$ cat src/rtl/fcwl_cfg.svh
// Purpose: constants for the flash configuration word loader
// Assumes: 24-bit flash words, byte-free word addressing as printed
// Notes:   part tops, base addresses, word step, field bits and counts live here
`ifndef FCWL_CFG_SVH
`define FCWL_CFG_SVH
`define FCWL_ADDR_W          24
`define FCWL_DATA_W          24
`define FCWL_NWORDS          4
`define FCWL_TOP_LARGE       24'h0157FE
`define FCWL_TOP_SMALL       24'h00ABFE
`define FCWL_WORD_STEP       24'h000002
`define FCWL_CFG_SPACE_BASE  24'hF80000
`define FCWL_CFG_SPACE_LO    24'h800000
`define FCWL_UPPER_ONES      8'hFF
`define FCWL_CW1_RSVD        15
`define FCWL_CW1_SCAN        14
`define FCWL_CW1_GCP         13
`define FCWL_CW1_GENERAL_WRITE_PROTECT        12
`define FCWL_CW1_DEBUG       11
`define FCWL_CW1_RETENTION_REGULATOR_CFG       10
`define FCWL_CW1_ICS_HI      9
`define FCWL_CW1_ICS_LO      8
`define FCWL_CW1_WDT_HI      7
`define FCWL_CW1_WDT_LO      6
`define FCWL_CW1_WINDOW_WATCHDOG_DISABLE      5
`define FCWL_CW1_PSA         4
`define FCWL_CW1_PS_HI       3
`define FCWL_CW2_INITIAL_OSCILLATOR_SELECT_HI    10
`define FCWL_CW2_INITIAL_OSCILLATOR_SELECT_LO    8
`define FCWL_CW2_CKSM_HI     7
`define FCWL_CW2_CKSM_LO     6
`define FCWL_CW2_POSC_HI     1
`define FCWL_READ_LAT        2
`endif

$ cat src/rtl/fcwl_pkg.sv
// Purpose: types for the flash configuration word loader
// Assumes: nothing beyond the cfg header
// Notes:   enum codes left to the tool
package fcwl_pkg;
    typedef enum logic [2:0] {
        FCWL_IDLE,
        FCWL_ISSUE,
        FCWL_WAIT,
        FCWL_DONE
    } fcwl_state_e;
    typedef logic [23:0] fcwl_word_t;
endpackage

$ cat src/rtl/fcwl_word_reg.sv
// Purpose: one volatile configuration word holding register
// Assumes: loaded only by the sequencer, erased value all ones
// Notes:   upper byte is never stored and always reads as ones
`timescale 1ns/100ps
`default_nettype none
`include "fcwl_cfg.svh"
module fcwl_word_reg (
    input  wire logic                 mclk_i,
    input  wire logic                 rst_i,
    input  wire logic                 ce_i,
    input  wire logic                 load_i,
    input  wire logic [23:0]          data_i,
    output var  logic [23:0]          word_o
);
    logic [15:0] low_reg;
    // reset to erased pattern; only low 16 bits exist
    always_ff @(posedge mclk_i) begin
        if (rst_i) begin
            low_reg <= 16'hFFFF;
        end else if (ce_i && load_i) begin
            low_reg <= data_i[15:0]; // upper byte dropped
        end
    end
    assign word_o = {`FCWL_UPPER_ONES, low_reg};
endmodule
`default_nettype wire

$ cat src/rtl/fcwl_loader.sv
// Purpose: copy flash configuration words into volatile config registers
// Assumes: flash read port answers after a fixed read latency
// Notes:   device reset is held until every word has been latched
`timescale 1ns/100ps
`default_nettype none
`include "fcwl_cfg.svh"
module fcwl_loader
    import fcwl_pkg::*;
(
    input  wire logic                  mclk_i,
    input  wire logic                  rst_i,
    input  wire logic                  ce_i,
    input  wire logic                  dev_reset_req_i,
    input  wire logic                  large_part_i,
    output var  logic [23:0]           flash_addr_o,
    output var  logic                  flash_rd_o,
    input  wire logic [23:0]           flash_data_i,
    input  wire logic                  tbl_rd_i,
    input  wire logic [23:0]           tbl_addr_i,
    output var  logic [23:0]           tbl_data_o,
    output var  logic                  dev_reset_o,
    output var  logic                  scan_port_enable_o,
    output var  logic                  general_code_protect_o,
    output var  logic                  general_write_protect_o,
    output var  logic                  debug_mode_o,
    output var  logic                  retention_regulator_cfg_o,
    output var  logic                  retention_allowed_o,
    output var  logic [1:0]            emulator_pin_pair_select_o,
    output var  logic                  emulator_pin_reserved_o,
    output var  logic                  watchdog_force_on_o,
    output var  logic                  watchdog_sw_ctl_o,
    output var  logic                  watchdog_run_only_o,
    output var  logic                  window_watchdog_disable_o,
    output var  logic                  window_cfg_error_o,
    output var  logic                  watchdog_prescale_select_o,
    output var  logic [3:0]            watchdog_postscale_select_o,
    output var  logic [2:0]            initial_oscillator_select_o,
    output var  logic [1:0]            primary_osc_config_o,
    output var  logic                  clock_switch_enable_o,
    output var  logic                  clock_monitor_enable_o
);
    import fcwl_pkg::*;

    fcwl_state_e      state_reg;
    logic [1:0]       idx_reg;
    logic [1:0]       lat_reg;
    wire logic [3:0]  load_vec;
    fcwl_word_t       word_arr [0:3];
    fcwl_word_t       top_addr;
    fcwl_word_t       cw1;
    fcwl_word_t       cw2;
    logic             start_req;

    assign start_req = rst_i | dev_reset_req_i;
    assign top_addr = large_part_i ? `FCWL_TOP_LARGE
                                   : `FCWL_TOP_SMALL;

    // load sequencer; any reset restarts the whole copy
    always_ff @(posedge mclk_i) begin
        if (rst_i) begin
            state_reg <= FCWL_IDLE;
            idx_reg   <= 2'h0;
            lat_reg   <= 2'h0;
        end else if (ce_i) begin
            if (dev_reset_req_i) begin
                state_reg <= FCWL_ISSUE;
                idx_reg   <= 2'h0;
            end else begin
                case (state_reg)
                    FCWL_IDLE: begin
                        state_reg <= FCWL_ISSUE;
                        idx_reg   <= 2'h0;
                    end
                    FCWL_ISSUE: begin
                        state_reg <= FCWL_WAIT;
                        lat_reg   <= 2'(`FCWL_READ_LAT - 1);
                    end
                    FCWL_WAIT: begin
                        if (lat_reg == 2'h0) begin
                            if (idx_reg == 2'h3) begin
                                state_reg <= FCWL_DONE;
                            end else begin
                                state_reg <= FCWL_ISSUE;
                                idx_reg   <= idx_reg + 2'h1;
                            end
                        end else begin
                            lat_reg <= lat_reg - 2'h1;
                        end
                    end
                    default: begin
                        state_reg <= FCWL_DONE;
                    end
                endcase
            end
        end
    end

    // flash read request, addresses walk down from the top word
    always_ff @(posedge mclk_i) begin
        if (rst_i) begin
            flash_rd_o   <= 1'b0;
            flash_addr_o <= 24'h000000;
        end else if (ce_i) begin
            flash_rd_o   <= (state_reg == FCWL_ISSUE) & ~dev_reset_req_i;
            flash_addr_o <= top_addr - 24'(idx_reg) * `FCWL_WORD_STEP;
        end
    end

    // device reset held until the last word is in place
    always_ff @(posedge mclk_i) begin
        if (rst_i) begin
            dev_reset_o <= 1'b1;
        end else if (ce_i) begin
            dev_reset_o <= start_req | (state_reg != FCWL_DONE);
        end
    end

    // one holding register per configuration word
    genvar g;
    generate
        for (g = 0; g < `FCWL_NWORDS; g++) begin : g_word
            assign load_vec[g] = (state_reg == FCWL_WAIT) &&
                                 (lat_reg == 2'h0) &&
                                 (idx_reg == 2'(g)) && !dev_reset_req_i;
            fcwl_word_reg u_word (
                .mclk_i (mclk_i),
                .rst_i  (rst_i),
                .ce_i   (ce_i),
                .load_i (load_vec[g]),
                .data_i (flash_data_i),
                .word_o (word_arr[g])
            );
        end
    endgenerate

    assign cw1 = word_arr[0];
    assign cw2 = word_arr[1];

    // table read port: config space only, words at even steps
    always_ff @(posedge mclk_i) begin
        if (rst_i) begin
            tbl_data_o <= 24'h000000;
        end else if (ce_i && tbl_rd_i) begin
            if (tbl_addr_i == `FCWL_CFG_SPACE_BASE) begin
                tbl_data_o <= cw1;
            end else if (tbl_addr_i == `FCWL_CFG_SPACE_BASE + 24'h000002) begin
                tbl_data_o <= cw2;
            end else if (tbl_addr_i == `FCWL_CFG_SPACE_BASE + 24'h000004) begin
                tbl_data_o <= word_arr[2];
            end else if (tbl_addr_i == `FCWL_CFG_SPACE_BASE + 24'h000006) begin
                tbl_data_o <= word_arr[3];
            end else begin
                tbl_data_o <= 24'h000000;
            end
        end
    end

    // decoded word-one settings; only updated once loading finished
    // so dependent logic never sees a half-loaded pattern
    always_ff @(posedge mclk_i) begin
        if (rst_i) begin
            scan_port_enable_o         <= 1'b1;
            general_code_protect_o     <= 1'b0;
            general_write_protect_o    <= 1'b0;
            debug_mode_o               <= 1'b0;
            retention_regulator_cfg_o  <= 1'b1;
            retention_allowed_o        <= 1'b0;
            emulator_pin_pair_select_o <= 2'h3;
            emulator_pin_reserved_o    <= 1'b0;
            watchdog_force_on_o        <= 1'b1;
            watchdog_sw_ctl_o          <= 1'b0;
            watchdog_run_only_o        <= 1'b0;
            window_watchdog_disable_o  <= 1'b1;
            window_cfg_error_o         <= 1'b0;
            watchdog_prescale_select_o <= 1'b1;
            watchdog_postscale_select_o <= 4'hF;
        end else if (ce_i && state_reg == FCWL_DONE && !start_req) begin
            scan_port_enable_o      <= cw1[`FCWL_CW1_SCAN];
            general_code_protect_o  <= ~cw1[`FCWL_CW1_GCP];
            general_write_protect_o <= ~cw1[`FCWL_CW1_GENERAL_WRITE_PROTECT];
            debug_mode_o            <= ~cw1[`FCWL_CW1_DEBUG];
            retention_regulator_cfg_o <= cw1[`FCWL_CW1_RETENTION_REGULATOR_CFG];
            retention_allowed_o     <= ~cw1[`FCWL_CW1_RETENTION_REGULATOR_CFG];
            emulator_pin_pair_select_o <=
                cw1[`FCWL_CW1_ICS_HI:`FCWL_CW1_ICS_LO];
            emulator_pin_reserved_o <=
                (cw1[`FCWL_CW1_ICS_HI:`FCWL_CW1_ICS_LO] == 2'h0);
            watchdog_force_on_o <=
                (cw1[`FCWL_CW1_WDT_HI:`FCWL_CW1_WDT_LO] == 2'h3);
            watchdog_sw_ctl_o <=
                (cw1[`FCWL_CW1_WDT_HI:`FCWL_CW1_WDT_LO] == 2'h2);
            watchdog_run_only_o <=
                (cw1[`FCWL_CW1_WDT_HI:`FCWL_CW1_WDT_LO] == 2'h1);
            window_watchdog_disable_o <= cw1[`FCWL_CW1_WINDOW_WATCHDOG_DISABLE];
            window_cfg_error_o <= ~cw1[`FCWL_CW1_WINDOW_WATCHDOG_DISABLE] &&
                (cw1[`FCWL_CW1_WDT_HI:`FCWL_CW1_WDT_LO] == 2'h0);
            watchdog_prescale_select_o <= cw1[`FCWL_CW1_PSA];
            watchdog_postscale_select_o <= cw1[`FCWL_CW1_PS_HI:0];
        end
    end

    // decoded word-two oscillator settings
    always_ff @(posedge mclk_i) begin
        if (rst_i) begin
            initial_oscillator_select_o <= 3'h7;
            primary_osc_config_o        <= 2'h3;
            clock_switch_enable_o       <= 1'b0;
            clock_monitor_enable_o      <= 1'b0;
        end else if (ce_i && state_reg == FCWL_DONE && !start_req) begin
            initial_oscillator_select_o <=
                cw2[`FCWL_CW2_INITIAL_OSCILLATOR_SELECT_HI:`FCWL_CW2_INITIAL_OSCILLATOR_SELECT_LO];
            primary_osc_config_o <= cw2[`FCWL_CW2_POSC_HI:0];
            clock_switch_enable_o <= ~cw2[`FCWL_CW2_CKSM_HI];
            clock_monitor_enable_o <=
                (cw2[`FCWL_CW2_CKSM_HI:`FCWL_CW2_CKSM_LO] == 2'h0);
        end
    end

    // device reset must stay up while the sequencer is busy
    a_reset_held: assert property (
        @(posedge mclk_i) disable iff (rst_i)
        ce_i && $past(ce_i) && $past(state_reg) != FCWL_DONE
        |-> dev_reset_o)
        else $error("device reset released before load finished");
    // write protect follows the latched word-one bit
    a_wrp_follow: assert property (
        @(posedge mclk_i) disable iff (rst_i)
        ce_i && state_reg == FCWL_DONE && !start_req
        ##1 ce_i |-> general_write_protect_o == ~$past(cw1[12]))
        else $error("write protect mismatch");
    // code protect follows latched bit
    a_gcp_follow: assert property (
        @(posedge mclk_i) disable iff (rst_i)
        ce_i && state_reg == FCWL_DONE && !start_req
        ##1 ce_i |-> general_code_protect_o == ~$past(cw1[13]))
        else $error("code protect mismatch");
    // reset request restarts from word one on the next enabled cycle
    a_restart_load: assert property (
        @(posedge mclk_i) disable iff (rst_i)
        ce_i && dev_reset_req_i ##1 ce_i |-> state_reg == FCWL_ISSUE
        && idx_reg == 2'h0)
        else $error("reset request did not restart load");
    // upper byte of word one seen at the table port is ones; checked at the port
    // because the holding register ties it off by construction
    a_upper_ones: assert property (
        @(posedge mclk_i) disable iff (rst_i)
        ce_i && tbl_rd_i && tbl_addr_i == `FCWL_CFG_SPACE_BASE
        |=> tbl_data_o[23:16] == `FCWL_UPPER_ONES)
        else $error("upper byte not all ones");
    // windowed watchdog with code off is flagged
    a_window_err: assert property (
        @(posedge mclk_i) disable iff (rst_i)
        window_cfg_error_o |-> !window_watchdog_disable_o
        && !watchdog_force_on_o && !watchdog_sw_ctl_o)
        else $error("window error flag inconsistent");
    // only one watchdog mode active at a time
    a_wdt_onehot: assert property (
        @(posedge mclk_i) disable iff (rst_i)
        $onehot0({watchdog_force_on_o, watchdog_sw_ctl_o,
                  watchdog_run_only_o}))
        else $error("watchdog modes overlap");
    // regulator off and retention control are exclusive
    a_regulator: assert property (
        @(posedge mclk_i) disable iff (rst_i)
        retention_regulator_cfg_o != retention_allowed_o)
        else $error("regulator decode inconsistent");
    // monitor only enabled with switching
    a_monitor_sw: assert property (
        @(posedge mclk_i) disable iff (rst_i)
        clock_monitor_enable_o |-> clock_switch_enable_o)
        else $error("monitor on without clock switching");
    // read strobe is a single enabled cycle per word
    a_rd_pulse: assert property (
        @(posedge mclk_i) disable iff (rst_i)
        ce_i && flash_rd_o |=> !flash_rd_o)
        else $error("flash read strobe longer than one cycle");
    // config space outside the four words reads back as zero
    a_tbl_refuse: assert property (
        @(posedge mclk_i) disable iff (rst_i)
        ce_i && tbl_rd_i && tbl_addr_i == `FCWL_CFG_SPACE_LO
        |=> tbl_data_o == 24'h000000)
        else $error("table read outside config words not zero");
    // decodes stay put while a load is in flight
    a_decode_frozen: assert property (
        @(posedge mclk_i) disable iff (rst_i)
        state_reg != FCWL_DONE |=> $stable({debug_mode_o,
            scan_port_enable_o, initial_oscillator_select_o}))
        else $error("decoded setting changed during load");
endmodule
`default_nettype wire

$ cat config.mk
export PLATFORM = sky130hd
export DESIGN_NAME = fcwl_loader
export DESIGN_NICKNAME = d
export VERILOG_FILES = /design/src/rtl/fcwl_pkg.sv /design/src/rtl/fcwl_word_reg.sv /design/src/rtl/fcwl_loader.sv
export VERILOG_INCLUDE_DIRS = /design/src /design/src/rtl
export SDC_FILE = /design/constraint.sdc
export NUM_CORES = 1
export LEC_CHECK = 0
export BUFFER_PORTS_ARGS = -buffer_cell sky130_fd_sc_hd__buf_2
export CORE_ASPECT_RATIO = 1.25
export CORE_MARGIN = 3
export CORE_UTILIZATION = 25
export CTS_CLUSTER_DIAMETER = 150
export DETAILED_ROUTE_END_ITERATION = 8
export PLACE_DENSITY_LB_ADDON = 0.15
export REMOVE_ABC_BUFFERS = 1
export SLEW_MARGIN = 20
export SYNTH_ARGS = -nofsm -noshare
export SYNTH_HDL_FRONTEND = slang
export SYNTH_SLANG_ARGS = --single-unit
$ cat constraint.sdc
create_clock -name mclk_i -period 2.7 [get_ports mclk_i]
set_clock_uncertainty 0.2 [all_clocks]
set_input_delay 0.135 -clock mclk_i [delete_from_list [all_inputs] [get_ports mclk_i]]
set_output_delay 0.135 -clock mclk_i [all_outputs]
set_load 0.02 [all_outputs]
== Yosys cells after proc, flatten, opt, wreduce, memory -nomap -nowiden ==
Index checks and enable logic that the tools add are counted.

* Bits in registers: 147
* Bits in latches: 0
* Bits in writable memories: 0
* ROM bits: 0
* Input port bits: 54
* Output and inout bits: 76
* Logic and storage cells: 105
* Memories: 0

* Add/subtract/negate cells: 3
* Multipliers: 0
* Div/mod/pow operators: 0
* $lt $le $gt $ge: 0
* Equal/unequal tests: 17
* Shift operators: 0
* Multiplexer cells: 15
* Bitwise operators: 10
* Reduce and logical (&&, ||, !) cells: 30

{| class="wikitable"
|+ Operators by type and width
! cell !! count
|-
| 24-bit equality test, second input constant || 4
|-
| 24-bit 2-to-1 mux || 4
|-
| 17-bit by 3-bit subtractor with 18-bit output || 1
|-
| 1-bit logical AND || 17
|-
| 17-bit 2-to-1 mux || 1
|-
| 2-bit logical NOT || 5
|-
| 2-bit 2-to-1 mux || 5
|-
| 3-bit case mux with 3 select lines || 1
|-
| 2-bit equality test, second input constant || 4
|-
| 2-bit case mux with 2 select lines || 2
|-
| 4-bit AND reduction || 2
|-
| 1-bit NOT || 7
|-
| 3-bit by 2-bit equality test with 1-bit output, second input constant || 2
|-
| 3-bit 2-to-1 mux || 2
|-
| 3-bit != test, second input constant || 2
|-
| 2-bit by 1-bit equality test with 1-bit output, second input constant || 2
|-
| 3-bit by 1-bit equality test with 1-bit output, second input constant || 1
|-
| 3-bit logical NOT || 1
|-
| 3-bit by 2-bit != test with 1-bit output, second input constant || 1
|-
| 3-bit nonzero test || 1
|-
| 2-bit by 1-bit adder with 2-bit output, second input constant || 1
|-
| 1-bit logical NOT || 2
|-
| 2-bit != test, second input constant || 1
|-
| 1-bit OR || 2
|-
| other kinds (4) || 4
|}

== Longest topological paths before layout ==
Gate-level depths: netlist of run 1.

* Depth after elaboration: 5
* Mapped depth: 8
* Gate-level depth less buffers: 7

== By module ==
From an unflattened synthesis of run 1, not the netlist that was laid out.

* Cell total of the unflattened synthesis: 635
* Area total of the unflattened synthesis: 5876.9 µm²

{| class="wikitable"
|+ By module, submodules not included
! module !! instances !! cells each !! area an instance (µm²) !! sequential area each (µm²)
|-
| fcwl_loader || 1 || 383 || 3184.3 || 1261.2
|-
| fcwl_word_reg || 4 || 63 || 673.1 || 320.3
|}

== Least setup slack after synthesis of run 1 ==
Ideal clock, no wire load.

* Path kind: register to register
* From: register lat_reg[0]
* To: register g_word[0].u_word.low_reg[1]
* Setup time: 0.122 ns
* Arrival time: 1.390 ns
* Data required time: 2.378 ns
* Slack: 0.988 ns
* Stages on the path, launching flop included: 8
* Path buffers: 1
* Clock period less this slack: 1.712 ns
* Cells stage by stage: dfxtp_1 inv_1 ha_1 nor3b_2 nand2_1 clkbuf_1 nand2_1 nand3b_1

* Word-level cells in the longest chain between the ends: 5

{| class="wikitable"
|+ RTL lines
! item !! RTL line !! RTL
|-
| start: declaration || fcwl_loader.sv:46 || <nowiki>logic [1:0] lat_reg;</nowiki>
|-
| start signal: assignment || fcwl_loader.sv:76 || <nowiki>lat_reg <= 2'(`FCWL_READ_LAT - 1);</nowiki>
|-
| start signal: assignment || fcwl_loader.sv:87 || <nowiki>lat_reg <= lat_reg - 2'h1;</nowiki>
|-
| 2-bit logical NOT || fcwl_loader.sv:123 || <nowiki>(lat_reg == 2'h0) &&</nowiki>
|-
| 1-bit logical AND || fcwl_loader.sv:122 || <nowiki>assign load_vec[g] = (state_reg == FCWL_WAIT) &&</nowiki>
|-
| 1-bit logical AND || fcwl_loader.sv:123 ||
|-
| 1-bit logical AND || fcwl_loader.sv:124 || <nowiki>(idx_reg == 2'(g)) && !dev_reset_req_i;</nowiki>
|-
| 1-bit logical AND || fcwl_word_reg.sv:20 || <nowiki>end else if (ce_i && load_i) begin</nowiki>
|-
| end signal: assignment || fcwl_word_reg.sv:21 || <nowiki>low_reg <= data_i[15:0];</nowiki>
|-
| end: declaration || fcwl_word_reg.sv:15 || <nowiki>logic [15:0] low_reg;</nowiki>
|}

Every way passes these cells.
A chain may end at the register's enable or synchronous reset.

== Final worst setup path of run 1 ==
* From: input dev_reset_req_i
* To: register g_word[1].u_word.low_reg[2]

* Word-level cells in the longest chain between the ends: 3

{| class="wikitable"
|+ RTL lines
! item !! RTL line !! RTL
|-
| start: declaration || fcwl_loader.sv:13 || <nowiki>input wire logic dev_reset_req_i,</nowiki>
|-
| 1-bit logical NOT || fcwl_loader.sv:124 ||
|-
| 1-bit logical AND || fcwl_loader.sv:124 ||
|-
| 1-bit logical AND || fcwl_word_reg.sv:20 ||
|-
| end signal: assignment || fcwl_word_reg.sv:21 ||
|-
| end: declaration || fcwl_word_reg.sv:15 ||
|}

Every way passes these cells.

==> results of run 1 <==
[path summary, 6_finish.rpt]
| kind | cells after the start | slack (ns) | to |
|---|---|---|---|
| min reg2reg | 2 | 0.25 | watchdog_run_only_o |
| max | 8 | 0.62 | g_word[1].u_word.low_reg[2] |
| max reg2reg | 6 | 0.64 | g_word[1].u_word.low_reg[2] |
| min | 3 | 0.04 | flash_addr_o[14] |
[Yosys cell counts (2+ instances only)]
cell type  instances  area [sq um]
inv_1              8          30.0
a21oi_1           13          65.1
o21bai_1           2          15.0
nand3_1            3          15.0
nor2b_1            2          12.5
a22oi_1           16           120
nor4b_1            2          17.5
and2_1             4          25.0
nor3_1             4          20.0
or3_1              2          12.5
buf_4             30           225
buf_2              4          20.0
and3_1             3          18.8
mux2i_1            5          50.1
dfxtp_1          120          2400
nor2_1            26          97.6
a21o_1            16           120
nand2_1          166           623
buf_1              2          7.51
o21ai_0           18          90.1
o221ai_1          16           140
clkbuf_1          24          90.1
a211oi_1           5          37.5
nand3b_1          81           608
nand2b_1           2          12.5
ha_1               5          62.6
nand4_1            2          12.5
clkbuf_2           4          20.0
nor4_1             6          37.5
[critical path, stage by stage]
cell	delay, ns
dlygate4sd3_1	0.53
buf_2	0.15
nand3b_1	0.18
nor3b_2	0.39
and2_1	0.39
buf_4	0.29
nand2_1	0.07
nand3b_1	0.08
[layer usage]
layer / track usage / part of all wire / wire [um] / up-vias
li1: - / - / - / 2262
met2: 0.234 / 0.47 / 7270 / 135
met5: 0 / 0 / 0 / -
met4: 0.0496 / 0.016 / 248 / 0
met1: 0.175 / 0.45 / 6950 / 2131
met3: 0.0385 / 0.063 / 969 / 17
[per-stage QoR]
step           cell area [sq um]  hold WS [ns]  setup WS [ns]   util  total power (uW)
2_1_floorplan               4790       0.00407          0.871      -              1960
4_1_cts                     6680        0.0234          0.610  0.331              4490
3_3_place_gp                5850         0.192          0.644  0.290              2100
3_5_place_dp                5850         0.209          0.623  0.290              2100
5_1_grt                     6680        0.0735          0.433  0.331              4590
6_report                    6680        0.0355          0.619  0.331              4430
[layout by cell type, fill, tap and decap left out, types with 6 or more instances in the layout]
cell / Yosys / final
dlygate4sd3_1: 0 / 21
nor4_1: 6 / 6
a21oi_1: 13 / 13
buf_2: 4 / 113
conb_1: 1 / 8
dfxtp_1: 120 / 120
nor2_1: 26 / 26
buf_4: 30 / 21
o21ai_0: 18 / 18
o221ai_1: 16 / 16
clkbuf_16: 0 / 17
a22oi_1: 16 / 16
a21o_1: 16 / 16
inv_1: 8 / 8
nand2_1: 166 / 166
nand3b_1: 81 / 81
[kinds of logic after synthesis]
logic type,count (synthesis)
AND/OR/NAND/NOR,311
flip-flops,120
AO/OA/AOI/OAI,89
buffers and inverters,73
multiplexers,5
adder cells (fa/ha/maj),5
other,1
[layout make-up]
cell class	instances	area, sq um
tap	270	338
multi-input combinational	418	2360
timing repair buffer	155	933
clock inverter	8	118
clock buffer	23	498
sequential	120	2400
fill	2177	13500
inverter	8	30.0
[where the power goes]
part	leakage, uW	switching (uW)	internal (uW)
registers	0.000973	17.4	1790
logic	0.00181	159	118
clock network	0.000305	782	1560
==> metrics.txt, run 1 <==
vias in the first global route=4,671; Netlist cell types=42; hold path startpoint=rst_i; Clock Latency Late Sink=0.41 ns; max reg flops=64; largest net degree at the start of global routing=69; CP Class=primary input to flip-flop; global-route wire length before repair=24,600 um; max-slew violations=0; Static Leakage=0.00308 uW; Slew headroom=0.582; # port buffers=113; routability cong.=0.782; FFs w/ async S/R, synth=0; CTS Root Cell=clkbuf_16; dpl cells=950; cts repair resizes=0; Hold/Removal Path Class=primary input to flip-flop; Initial Utilization=0.255; FMAX=481 MHz; Synth Instances=604; GRT Resource Usage Total=0.141; Seq/Total Area, Yosys=0.468; row count=58; main combinational cell family by area after synthesis=simple AND/OR/NAND/NOR gates; Synth Area in Simple Gates=0.312; non-filler instance count after layout=1,002; total wire length=15,400 um; Critical Path RT=2.85 ns; Adder-Cell Fraction of Synth Area=0.0122; Syn Area/Cell=8.50 sq um; Setup crit end kind=flip-flop; layout cells sized above 1=0.230; Period Utilization, post-route=0.771; main flop type after synthesis=dfxtp_1; outcome=finished, final reports clean; EDFF count, synth=0; Synth Area in Compound Gates=0.119; critical-path maximum fanout=11; post-DR vias/cell=4.54; Yosys reg bits=120; die width=134 um; initial antenna violation count=0; Total Die Area=0.0223 sq mm; CTS Buffer Depth=2; Top-Level Pins=130; total gr overflow=0; mux contribution to synthesized area=0.00974; MaxCap Viol Count=0; worst path arrival time=2.23 ns; Total Nets Final=779; Worst VDD drop=0.440 mV; Least-Margin Pin Slew=0.627 ns; Setup TNS=0 ns; Ys Warns=0; Synth Area in XOR/XNOR=0; remaining antenna violation count=0; Die Y=166 um; post-CTS setup buffer count=0; PwrDens=664 mW/mm^2; crit path launch type=primary input; clock tree sinks=120; final hold vios=0; RSZ-0062 raised after global routing=false; fin crit period=2.08 ns; DP HPWL=9980 um; DRT iter0 DRCs=273; H-tree depth=4; Remaining DRCs=0; wire length per cell=15.4 um; Syn-to-layout area delta=30.0%; CTS clk-pin slew, worst paths=0.05 ns; CTS buffer count=17; endpoints failing setup=0; Critical Path Start=dev_reset_req_i; post-synthesis cell area=0.00514 sq mm; ANT cells=0; first drt pass iteration count=4; r2r startpoint=state_reg[1]; core area=0.0202 sq mm; Hold-fix buffers, CTS=21; vias=4,545; CTS tree=yes
Power figures use the tool's default switching activity.
==> run 2: changes to the inputs <==
==> constraint.sdc (replaced) <==
create_clock -name mclk_i -period 2.1 [get_ports mclk_i]
set_clock_uncertainty 0.2 [all_clocks]
set_input_delay 0.105 -clock mclk_i [delete_from_list [all_inputs] [get_ports mclk_i]]
set_output_delay 0.105 -clock mclk_i [all_outputs]
set_load 0.02 [all_outputs]
==> run 2 against run 1 <==
Effect of this change: sequential share of layout area rose by 0.18 points; cell area is 0.51% lower; die area is the same; register-to-register slack got worse by 0.37 ns; critical path type unchanged; setup slack worse by 0.36 ns; highest routed layer unchanged; non-clock buffer count rose by 1; cell count about the same; routed wire length increased by 1.0%; largest cell class unchanged; sequential cell count did not move; global-route usage is 0.22 points higher.
==> metrics.txt, run 2 (synthesized netlist as in run 1, its figures left out) <==
Pint=4080 uW (+18%); most frequent cells in the layout=166 x nand2_1, 120 x dfxtp_1, 113 x buf_2; ANT cells=0 (unchanged); Clock Latency Late Sink=0.41 ns (about the same); CTS Root Cell=clkbuf_16; vias in the first global route=4,625 (-0.98%); wire length per cell=15.6 um (+1.1%); DRT iter0 DRCs=233 (-15%); CP Class=primary input to flip-flop; row count=58 (unchanged); initial antenna violation count=0 (unchanged); RSZ-0062 raised after global routing=false; Top-Level Pins=130 (unchanged); critical-path maximum fanout=16 (+5); first drt pass iteration count=4 (unchanged); Least-Margin Pin Slew=0.500 ns (-0.127 ns); max-slew violations=0 (unchanged); post-DR vias/cell=4.56 (+0.47%); CTS Buffer Depth=2 (unchanged); total gr overflow=0 (unchanged); H-tree depth=4 (unchanged); Worst VDD drop=0.546 mV (+24%); crit path launch type=primary input; Seq pwr share=0.441 (+0.033); layout cells sized above 1=0.222 (-0.00789); Switching Share=0.226 (+0.00927); post-CTS setup buffer count=0 (unchanged); dpl ws=0.208 ns (-0.415 ns); Critical Path RT=2.23 ns (-0.62 ns); largest net degree at the start of global routing=56 (-19%); remaining antenna violation count=0 (unchanged); CTS buffer count=17 (unchanged); routability cong.=0.724 (-7.4%); max reg flops=64 (unchanged); clock share of power=0.491 (-0.038); Setup TNS=0 ns (unchanged); final hold vios=0 (unchanged); Syn-to-layout area delta=29.3%; outcome=finished, final reports clean; clock tree sinks=120 (unchanged); Static Leakage=0.00305 uW (-1.1%); vias=4,562 (+0.37%); Initial Utilization=0.255 (unchanged); Period Utilization, post-route=0.875; DP HPWL=9920 um (-0.61%); NetSw=1190 uW (+24%); CTS clk-pin slew, worst paths=0.05 ns (about the same); Total Die Area=0.0223 sq mm (unchanged); Slew headroom=0.666 (+0.0846); Comb power frac=0.068 (+0.005); die width=134 um (unchanged); core area=0.0202 sq mm (unchanged); commonest non-fill, non-tap cell in the layout=nand2_1; GRT Resource Usage Total=0.143 (+0.00224); PwrDens=794 mW/mm^2 (+20%); Hold/Removal Path Class=primary input to flip-flop; final worst slack=0.262 ns (-0.357 ns); Total Nets Final=780 (+0.13%); global-route wire length before repair=25,000 um (+1.5%); Setup crit end kind=flip-flop; total wire length=15,600 um (+1.0%); MaxCap Viol Count=0 (unchanged); FMAX=544 MHz; # port buffers=113 (unchanged); Die Y=166 um (unchanged); worst path arrival time=1.96 ns (-0.27 ns); Remaining DRCs=0 (unchanged); fin crit period=1.84 ns; CTS tree=yes; endpoints failing setup=0 (unchanged)
-- run 2: changes by cell type in the layout (fill, tap and decap cells not counted) --
| cell | change |
|---|---|
| clkbuf_8 | -4 |
| buf_4 | -4 |
| bufinv_16 | -2 |
| clkinvlp_4 | -1 |
| clkbuf_1 | +5 |
| buf_12 | +5 |
-- run 2: layout make-up --
| type | count | area, sq um |
|---|---|---|
| Inverter | 8 | 30.0 |
| Sequential cell | 120 | 2400 |
| Tap cell | 270 | 338 |
| Clock inverter | 5 | 50.0 |
| Fill cell | 2174 | 13500 |
| Multi-Input combinational cell | 418 | 2360 |
| Clock buffer | 24 | 462 |
| Timing Repair Buffer | 156 | 1000 |
-- run 2: final timing paths --
kind	startpoint	to	slack, ns	depth (start not counted)
worst max-delay path	ce_i	tbl_data_o[12]	0.26	8
worst min-delay path	rst_i	emulator_pin_reserved_o	0.08	3
worst max register to register	state_reg[1]	g_word[0].u_word.low_reg[6]	0.27	6
worst min register to register	watchdog_run_only_o	watchdog_run_only_o	0.25	2
-- run 2: routing by layer --
layer  wire length, um  part of all wire  vias up  global-route usage
met5                 0                 0        -                   0
met4               277             0.018        0              0.0527
met3               734             0.047       21              0.0339
met2              7400              0.47      113               0.236
met1              7190              0.46     2162               0.182
li1                  -                 -     2266                   -
-- run 2: what timing repair did --
action                    4_1_cts  5_1_grt
resized for setup               0        0
hold buffers                   21        0
hold endpoints to repair       75        0
-- run 2: power by group through the flow --
stage                     logic, uW  registers (uW)  clock network (uW)
after global placement          327            2370                   0
after global routing            393            2330                2760
after detailed placement        332            2370                   0
final                           358            2330                2590
after CTS                       363            2330                2660
after floorplan                 122            2400                   0
-- run 2: worst max-delay path, stage by stage --
cell and delay (ns):
dlygate4sd3_1 0.52, buf_2 0.19, nand2_2 0.11, or4_4 0.47, nor4_4 0.20, buf_12 0.20, a22oi_1 0.07, o21ai_0 0.09
-- run 2: metrics by stage --
stage | utilization | cells | total power [uW] | instance area (sq um) | hold slack [ns]
final | 0.329 | 1001 | 5270 | 6640 | 0.0836
after global routing | 0.329 | 1001 | 5480 | 6640 | 0.121
after CTS | 0.329 | 1001 | 5350 | 6640 | 0.0607
after detailed placement | 0.293 | 951 | 2710 | 5920 | 0.172
after global placement | 0.293 | 951 | 2700 | 5920 | 0.162
after floorplan | - | 546 | 2520 | 4790 | -0.0259
